<file path="config.mk">
export PLATFORM = sky130hd
export DESIGN_NAME = shr_refresh_sequencer
export DESIGN_NICKNAME = d
export VERILOG_FILES = /design/src/inc/shr_pkg.sv /design/src/inc/shr_osc_if.sv /design/src/design/shr_int_osc.sv /design/src/design/shr_refresh_sequencer.sv
export SDC_FILE = /design/constraint.sdc
export NUM_CORES = 1
export LEC_CHECK = 0
export BUFFER_PORTS_ARGS = -buffer_cell sky130_fd_sc_hd__buf_2
export CORE_ASPECT_RATIO = 0.8
export CORE_MARGIN = 2
export CORE_UTILIZATION = 28
export CTS_BUF_LIST = sky130_fd_sc_hd__clkbuf_8
export DETAILED_ROUTE_END_ITERATION = 10
export SYNTH_ARGS = -nofsm -noshare
export SYNTH_HDL_FRONTEND = slang
export SYNTH_SLANG_ARGS = --single-unit
</file>
<file path="constraint.sdc">
create_clock -name clk_sys -period 3.7 [get_ports clk_sys]
set_input_delay 0.74 -clock clk_sys [delete_from_list [all_inputs] [get_ports clk_sys]]
set_output_delay 0.74 -clock clk_sys [all_outputs]
set_load 0.1 [all_outputs]
</file>
<file path="src/inc/shr_pkg.sv">
// shared constants and types for the sample-and-hold refresh sequencer
package shr_pkg;

   // ******************************************************************
   // system clock
   // ******************************************************************
   localparam int CLK_HZ        = 250_000_000;
   localparam int CLK_PERIOD_NS = 4;

   // ******************************************************************
   // internal refresh oscillator
   // ******************************************************************
   localparam int OSC_HZ          = 21_000;
   // half period rounded down: roughly 21 kHz, never slower
   localparam int OSC_HALF_CYCLES = CLK_HZ / (2 * OSC_HZ);
   localparam int OSC_CNT_W       = 13;

   // ******************************************************************
   // limits on the external refresh clock
   // ******************************************************************
   localparam int EXT_MAX_HZ           = 70_000;
   localparam int EXT_MIN_DUTY_PCT     = 30;
   localparam int EXT_MIN_PULSE_NS     = 4000;
   localparam int EXT_MIN_PULSE_CYCLES =
      (EXT_MIN_PULSE_NS + CLK_PERIOD_NS - 1) / CLK_PERIOD_NS;
   localparam int PULSE_CNT_W          = 10;

   // ******************************************************************
   // channels and codes
   // ******************************************************************
   localparam int         CH_COUNT   = 10;
   localparam int         PTR_W      = 4;
   localparam int         DATA_W     = 10;
   localparam logic [3:0] PTR_FIRST  = 4'h0;
   localparam logic [3:0] PTR_LAST   = 4'h9;
   localparam logic [3:0] PTR_RESET  = 4'h9;
   localparam logic [9:0] DATA_RESET = 10'h000;
   localparam logic [9:0] SW_OPEN    = 10'h000;

   // ******************************************************************
   // refresh phase
   // ******************************************************************
   typedef enum logic [1:0] {
      SHR_PH_HOLD    = 2'b01,
      SHR_PH_REFRESH = 2'b10
   } shr_phase_t;

endpackage : shr_pkg

</file>
<file path="src/inc/shr_osc_if.sv">
// carrier between the internal oscillator and the sequencer
`timescale 1ns/1ps
`default_nettype none
interface shr_osc_if;
   logic level;

   modport drv (output level);
   modport use_side (input level);
endinterface : shr_osc_if
`default_nettype wire

</file>
<file path="src/design/shr_int_osc.sv">
// internal refresh oscillator, a divider of the system clock
`timescale 1ns/1ps
`default_nettype none
module shr_int_osc #(
   parameter int HALF_CYCLES = shr_pkg::OSC_HALF_CYCLES
) (
   input  wire logic  clk_sys,
   input  wire logic  rst_b,
   shr_osc_if.drv     osc
);

   logic [shr_pkg::OSC_CNT_W-1:0] cnt;
   logic                          level;
   wire                           half_done;

   assign half_done = (cnt == shr_pkg::OSC_CNT_W'(HALF_CYCLES - 1));

   // starts high so nothing is refreshed before the first falling edge
   always_ff @(posedge clk_sys or negedge rst_b) begin
      if (!rst_b) begin
         cnt   <= '0;
         level <= 1'b1;
      end else if (half_done) begin
         cnt   <= '0;
         level <= ~level;
      end else begin
         cnt   <= cnt + shr_pkg::OSC_CNT_W'(1);
      end
   end

   assign osc.level = level;

endmodule : shr_int_osc
`default_nettype wire

</file>
<file path="src/design/shr_refresh_sequencer.sv">
// refresh sequencer stepping the sample-and-hold switches of ten channels
//
// Notes on behaviour
// - refresh timing follows whichever clock is selected, internal oscillator or external pin.
// - while the refresh clock is low both switches of the served channel are closed.
// - while the refresh clock is high all switches stay open and the hold capacitor holds.
// - each channel is revisited once every ten refresh clock cycles in round-robin order.
// - a newly written code reaches its output within ten refresh clock cycles, at once if its channel is being refreshed.
// - a channel refresh starts at a falling edge and the next channel one cycle later.
// - after reset the internal oscillator runs and the clock pin is not driven.
// - the clock source bit selects external mode when one and internal mode when zero.
// - in internal mode the oscillator runs near 21 kHz and is driven out on the clock pin once a control word has selected internal mode.
`timescale 1ns/1ps
`default_nettype none
module shr_refresh_sequencer #(
   parameter int OSC_HALF_CYCLES = shr_pkg::OSC_HALF_CYCLES
) (
   input  wire logic        clk_sys,
   input  wire logic        rst_b,
   input  wire logic        prog_wr,
   input  wire logic        prog_source_select,
   input  wire logic [3:0]  prog_channel,
   input  wire logic [9:0]  prog_data,
   input  wire logic        refresh_clock_pin_in,
   output var  logic        refresh_clock_pin_out,
   output var  logic        refresh_clock_pin_oe_b,
   output var  logic [9:0]  input_refresh_switch,
   output var  logic [9:0]  output_refresh_switch,
   output var  logic [9:0]  dac_code,
   output var  logic [3:0]  active_channel,
   output var  logic        refresh_start,
   output var  logic        ext_pulse_short
);

   // ******************************************************************
   // helpers
   // ******************************************************************
   function automatic logic [3:0] shr_ptr_step(input logic [3:0] p);
      if (p >= shr_pkg::PTR_LAST) begin
         shr_ptr_step = shr_pkg::PTR_FIRST;
      end else begin
         shr_ptr_step = p + 4'h1;
      end
   endfunction : shr_ptr_step

   function automatic logic [9:0] shr_onehot(input logic [3:0] p);
      shr_onehot = shr_pkg::SW_OPEN;
      if (p <= shr_pkg::PTR_LAST) begin
         shr_onehot[p] = 1'b1;
      end
   endfunction : shr_onehot

   // ******************************************************************
   // internal oscillator
   // ******************************************************************
   shr_osc_if osc_bus ();

   shr_int_osc #(
      .HALF_CYCLES (OSC_HALF_CYCLES)
   ) u_osc (
      .clk_sys (clk_sys),
      .rst_b   (rst_b),
      .osc     (osc_bus.drv)
   );

   // ******************************************************************
   // state
   // ******************************************************************
   logic                            clock_source_select_bit;
   logic                            programmed;
   logic                            ext_level;
   logic                            level_q;
   logic [3:0]                      ptr;
   shr_pkg::shr_phase_t             phase;
   logic [9:0]                      code_mem [0:shr_pkg::CH_COUNT-1];
   logic [shr_pkg::PULSE_CNT_W-1:0] pulse_cnt;
   logic                            ext_edge_seen;

   // ******************************************************************
   // decoding
   // ******************************************************************
   wire                      next_source;
   wire                      sel_level;
   wire                      fall_now;
   wire [3:0]                next_ptr;
   shr_pkg::shr_phase_t      next_phase;
   wire [9:0]                next_switch;
   wire                      wr_valid;
   wire                      wr_hits_next;
   wire [9:0]                next_code;
   wire                      ext_edge;
   wire                      pulse_ok;
   wire                      next_oe_b;

   // a new control word takes the source bit with it
   assign next_source = prog_wr ? prog_source_select
                                : clock_source_select_bit;

   // mode change takes effect on the cycle after the word is taken
   assign sel_level = clock_source_select_bit ? ext_level
                                              : osc_bus.level;

   assign fall_now = level_q & ~sel_level;
   assign next_ptr = fall_now ? shr_ptr_step(ptr) : ptr;

   assign next_phase = sel_level ? shr_pkg::SHR_PH_HOLD
                                 : shr_pkg::SHR_PH_REFRESH;

   assign next_switch = (next_phase == shr_pkg::SHR_PH_REFRESH)
                        ? shr_onehot(next_ptr)
                        : shr_pkg::SW_OPEN;

   // channel addresses ten to fifteen carry no channel and are dropped
   assign wr_valid     = prog_wr && (prog_channel <= shr_pkg::PTR_LAST);
   assign wr_hits_next = wr_valid && (prog_channel == next_ptr);
   // bypass so a code written during its own refresh goes out at once
   assign next_code    = wr_hits_next ? prog_data
                                      : code_mem[next_ptr];

   // pin stays released until software asks for internal mode
   assign next_oe_b = ~(programmed & ~clock_source_select_bit);

   assign ext_edge = clock_source_select_bit && (ext_level != refresh_clock_pin_in);
   assign pulse_ok = (pulse_cnt >= shr_pkg::PULSE_CNT_W'(shr_pkg::EXT_MIN_PULSE_CYCLES));

   // ******************************************************************
   // control word
   // ******************************************************************
   always_ff @(posedge clk_sys or negedge rst_b) begin
      if (!rst_b) begin
         clock_source_select_bit <= 1'b0;
         programmed              <= 1'b0;
      end else begin
         clock_source_select_bit <= next_source;
         programmed              <= programmed | prog_wr;
      end
   end

   // ******************************************************************
   // code storage
   // ******************************************************************
   always_ff @(posedge clk_sys or negedge rst_b) begin
      if (!rst_b) begin
         for (int i = 0; i < shr_pkg::CH_COUNT; i++) begin
            code_mem[i] <= shr_pkg::DATA_RESET;
         end
      end else if (wr_valid) begin
         code_mem[prog_channel] <= prog_data;
      end
   end

   // ******************************************************************
   // refresh clock and sequencing
   // ******************************************************************
   always_ff @(posedge clk_sys or negedge rst_b) begin
      if (!rst_b) begin
         ext_level <= 1'b1;
         level_q   <= 1'b1;
         ptr       <= shr_pkg::PTR_RESET;
         phase     <= shr_pkg::SHR_PH_HOLD;
      end else begin
         ext_level <= refresh_clock_pin_in;
         level_q   <= sel_level;
         ptr       <= next_ptr;
         phase     <= next_phase;
      end
   end

   always_ff @(posedge clk_sys or negedge rst_b) begin
      if (!rst_b) begin
         input_refresh_switch  <= shr_pkg::SW_OPEN;
         output_refresh_switch <= shr_pkg::SW_OPEN;
         dac_code              <= shr_pkg::DATA_RESET;
         active_channel        <= shr_pkg::PTR_RESET;
         refresh_start         <= 1'b0;
      end else begin
         // both switches of a channel always move together
         input_refresh_switch  <= next_switch;
         output_refresh_switch <= next_switch;
         dac_code              <= next_code;
         active_channel        <= next_ptr;
         refresh_start         <= fall_now;
      end
   end

   // ******************************************************************
   // clock pin
   // ******************************************************************
   always_ff @(posedge clk_sys or negedge rst_b) begin
      if (!rst_b) begin
         refresh_clock_pin_out  <= 1'b1;
         refresh_clock_pin_oe_b <= 1'b1;
      end else begin
         refresh_clock_pin_out  <= osc_bus.level;
         refresh_clock_pin_oe_b <= next_oe_b;
      end
   end

   // ******************************************************************
   // external pulse width watch
   // ******************************************************************
   // only flags a short pulse; the refresh still follows the pin,
   // since dropping edges would break the ten-cycle rotation
   always_ff @(posedge clk_sys or negedge rst_b) begin
      if (!rst_b) begin
         pulse_cnt       <= '0;
         ext_edge_seen   <= 1'b0;
         ext_pulse_short <= 1'b0;
      end else if (!clock_source_select_bit) begin
         pulse_cnt       <= '0;
         ext_edge_seen   <= 1'b0;
      end else if (ext_edge) begin
         pulse_cnt       <= '0;
         ext_edge_seen   <= 1'b1;
         if (ext_edge_seen && !pulse_ok) begin
            ext_pulse_short <= 1'b1;
         end
      end else if (!pulse_ok) begin
         pulse_cnt <= pulse_cnt + shr_pkg::PULSE_CNT_W'(1);
      end
   end

endmodule : shr_refresh_sequencer
`default_nettype wire

</file>
; ---- Word level (Yosys, flattened, before mapping)
; Index checks and enable logic that the tools add are counted.
[totals]
regBits = 157
in_bits = 19
out_inout_bits = 38
[classes]
n_mux = 21
n_eq_ne = 6
n_bitwise = 9
n_lt_le_gt_ge = 9
n_reduce_logical = 8
add_sub_neg = 3
[ops]
columns = operator, n
row1 = $bwmux 100, 1
row2 = $mux 10, 9
row3 = $bmux 10 s4, 1
row4 = $demux 10 s4, 1
row5 = $add 13x1->13 const B, 1
row6 = $eq 13x13->1 const B, 1
row7 = $mux 13, 1
row8 = $add 10x1->10 const B, 1
row9 = $ge 10x10->1 const B, 1
row10 = $ge 5x5->1 const B, 2
row11 = $not 4->5, 2
row12 = $le 4x4->1 const B, 2
row13 = $mux 4, 2
row14 = $logic_and 1x1->1, 6
row15 = $lt 4x5->1 const B, 1
row16 = $lt 5x1->1 const B, 1
row17 = $add 4x1->4 const B, 1
row18 = $demux 1 s4, 1
row19 = $eq 4x4->1, 1
row20 = $ge 4x1->1 const B, 1
row21 = $ge 4x4->1 const B, 1
row22 = $mux 1, 4
row23 = $not 1->1, 4
row24 = $ne 3x3->1 const B, 1
row25 = 8 further kinds, 9

; ---- Depth between registers and ports, before layout
[depth]
word_depth = 10
depth_mapped = 12

; ---- Modules after synthesis
; From an unflattened synthesis, not the netlist that was laid out.
[hier_totals]
hier_cells = 790
hier_area_um2 = 8356.8
[modules_own_cells]
columns = mod, cells_each, n_inst, seq_area_each_um2, area_per_inst_um2
row1 = shr_refresh_sequencer, 719, 1, 3585.9, 7626.1
row2 = shr_int_osc, 71, 1, 351.6, 730.7

; ---- Worst setup path before layout
; OpenSTA, ideal clock, no wires.
[synth_path]
kind = register -> register
startpoint = reg active_channel[0] (netlist name)
endpoint = reg dac_code[8]
setup_ns = 0.084
required_ns = 3.616
period_less_slack_ns = 3.501
t_arrival_ns = 3.417
path_slack_ns = 0.199
path_stages_with_launch = 13
path_cell_list = dfstp_2 clkbuf_1 inv_1 clkbuf_1 ha_1 or3b_1 clkbuf_1 a211oi_1 or3_1 a2111o_1 or2_1 buf_4 a41oi_2
[synth_lines]
columns = item, line
row1 = end signal: assignment, shr_refresh_sequencer.sv:173  ; dac_code <= shr_pkg::DATA_RESET;
row2 = end signal: assignment, shr_refresh_sequencer.sv:180  ; dac_code <= next_code;
row3 = end: declaration, shr_refresh_sequencer.sv:29  ; output var logic [9:0] dac_code,

==> metrics.txt <==
status=complete, no violations; Synth Net Count=about 820; core area=roughly 29000 um2; Clk Latency, worst-skew pair=approximately 0.47 ns; Net count, final=840; Clock Pin Slew Worst Setup and Hold Paths=~0.090 ns; switching share of total power=0.4686; Cell Area, Synth=between 8000 and 9000 um2; max cap viols=0; vias in the first global route=between 6k and 7k; reg2reg setup slack=slightly above 0.5 ns; Via Count=around 6.5k; CTS buffer count=17; fraction of layout cells with a size suffix above 1=0.2911; Place WS=about 0.58 ns; Reg power frac=0.353; Critical Path Source Type=register; PortBufs=between 50 and 60; asr flop ratio synth=1.000; clock share of power=0.189; largest net degree at the start of global routing=72; unrepaired setup endpoints after global routing=no; Die X=197.0 um; initial antenna violation count=0; top cell type's share of synthesized area=0.4498; count of boundary I/O pins=57; first-pass GRT wire length=between 30000 and 40000 um; count leader, synth=dfrtp_1; max-slew violation count=0; Max Clock Freq=0.3139 GHz; DR iter-0 viols=~660; Max-slew headroom=0.2140; Synth Instances=approximately 790; CTS resizes=0; Final ANT Viol Nets=0; crit path kind=reg2reg; sw power=approximately 3.2 mW; Routed WL=between 20000 and 25000 um; Gate power share=0.458; Synth Register Bits=approximately 160; most used flip-flop cell after synthesis=dfrtp_1; Final setup viols=0; Fin Setup TNS=0 ns; area of the die=between 30000 and 40000 um2; Max clock buf depth=2; DRT Pass-1 Iters=6; Req. time, crit path=between 4 and 5 ns; synth cell count leaders=dfrtp_1 (150), mux2_2 (101), nand2_1 (62), clkbuf_1 (59), and3_1 (43); Layout area overhead=12.55%; gr ovfl total=0; DRC viols=0; final period utilization=0.8611; clock sinks=approximately 160; number of synthesized flops with an enable pin=0; Setup WS post-layout=~0.51 ns; leakage=between 3 and 4 nW; clock period minus worst slack=around 3.2 ns; post-CTS setup buffer count=0; final hold violation count=0; total power=a little under 7 mW; crit-path max FO=11; HPWL after detailed placement=15250 um; Worst-Margin Slew=roughly 1.2 ns; Pwr Density=718.2 nW/um2; critical path startpoint=active_channel[0]; post-synth cell types=55; synth top area cells=dfrtp_1 (45%), mux2_2 (14%), and3_1 (3.2%), a221oi_1 (3.1%), nand2_1 (2.8%); area leader, netlist=dfrtp_1; root buf cell=clkbuf_8; Worst Clk Skew=roughly 0.015 ns; Worst EP arrival=~3.5 ns; Die H=approximately 160 um; hold_buf cts=0; synth warn=0; GPL Wtd Cong=between 0.8 and 0.9; diode count=0; FF-to-FF Start=active_channel[0]; Synth Area per Inst=10.52 um2; Int Power=approximately 3.6 mW; CTS tree=yes; post-synthesis sequential area ratio=0.4719; crit path capture type=register; row count=56; drt wl/cell=~19 um; GRT Overall Usage=0.1531; H-tree levels=4; worst min path class=in2async; Vias/cell=5.425; Initial Util=0.2849; Worst VDD drop=0.3111 mV
## routing by layer
metal	GRT usage	up-vias	routed length, um
met3	0.03559	24	1508
li1	-	3009	-
met5	0	-	0
met4	0.04189	0	327
met2	0.2203	222	9588
met1	0.2278	3282	11600
## final cells by class
class / instances / area (um2)
Clock buffer: 20 / 275.3
Clock inverter: 12 / 112.6
Fill cell: 3003 / 19900
Inverter: 13 / 48.80
Multi-Input combinational cell: 543 / 4044
Sequential cell: 157 / 3938
Tap cell: 377 / 471.7
Timing Repair Buffer: 83 / 501.7
## worst paths after layout
check | to | cells past startpoint
setup / recovery | dac_code[5] | 8
hold / removal | code_mem[11] | 1
setup reg to reg | dac_code[5] | 8
hold reg to reg | refresh_clock_pin_out | 0
max in group asynchronous | level_q | 2
min in group clk_sys | ext_level | 1
## cell families after synthesis
group | after synthesis | share of synthesized area
and+or+nand+nor | 221 | 0.1357
buffers and inverters | 93 | 0.04723
AOI/OAI and AO/OA | 196 | 0.1783
adders and majority gates | 6 | 0.008997
muxes | 102 | 0.1390
xor gates and xnor gates | 18 | 0.01889
DFF | 157 | 0.4719
## layout by cell type, fill, tap and decap left out, types with 4 or more instances in the layout
| cell type | netlist | final |
|---|---|---|
| and3_1 | 43 | 43 |
| dfstp_2 | 7 | 7 |
| a31oi_1 | 4 | 4 |
| o211ai_1 | 8 | 8 |
| and4_1 | 4 | 4 |
| a311oi_1 | 18 | 18 |
| dfrtp_1 | 150 | 150 |
| o22ai_1 | 6 | 5 |
| inv_1 | 11 | 13 |
| ha_1 | 6 | 6 |
| a221oi_1 | 30 | 30 |
| o31ai_1 | 22 | 21 |
| nand2b_1 | 4 | 4 |
| and2_1 | 8 | 8 |
| a41oi_2 | 7 | 7 |
| o21ai_0 | 41 | 41 |
| nand4_1 | 5 | 5 |
| xnor2_1 | 7 | 7 |
| nor3_1 | 18 | 18 |
| buf_4 | 11 | 26 |
| a41o_1 | 8 | 8 |
| a211oi_1 | 17 | 17 |
| nor2_1 | 32 | 32 |
| mux2_2 | 101 | 101 |
| xor2_1 | 11 | 11 |
| buf_2 | 3 | 55 |
| nand3b_1 | 7 | 7 |
| a21oi_1 | 13 | 13 |
| nor3b_1 | 6 | 5 |
| clkbuf_8 | 0 | 20 |
| nand3_1 | 20 | 20 |
| nand2_1 | 62 | 61 |
## power by group through the flow
| stage | clock, mW | sequential [mW] | combinational [mW] |
|---|---|---|---|
| detailed placement | 0 | 2.41 | 3.05 |
| global route | 1.39 | 2.43 | 3.27 |
| finish | 1.27 | 2.38 | 3.09 |
| global placement | 0 | 2.40 | 3.03 |
| floorplan | 0 | 3.01 | 1.69 |
| CTS | 1.31 | 2.38 | 3.06 |
## stage by stage
| stage | utilization | std cells | hold WS (ns) | cell area, um2 |
|---|---|---|---|---|
| floorplan | - | 793 | 0.3711 | 8344 |
| global placement | 0.3074 | 1173 | 0.3882 | 9004 |
| detailed placement | 0.3074 | 1173 | 0.3898 | 9004 |
| CTS | 0.3207 | 1205 | 0.3012 | 9392 |
| global route | 0.3207 | 1205 | 0.3162 | 9392 |
| finish | 0.3207 | 1205 | 0.2764 | 9392 |
## worst max-delay path, stage by stage (launching register included)
cell	delay, ns
dfstp_2	0.63
inv_1	0.08
ha_1	0.40
nand2_1	0.17
a211o_1	0.31
a222oi_1	0.34
a2111o_1	0.41
or2_1	0.51
a41oi_2	0.18
## flip-flops by register name (all words and copies together), names as in the netlist, 4 cells and up
name / cells
code_mem: 100
output_refresh_switch: 10
pulse_cnt: 10
u_osc.cnt: 13
active_channel: 4
dac_code: 10
Note: power is estimated with default switching activity, not from simulation.
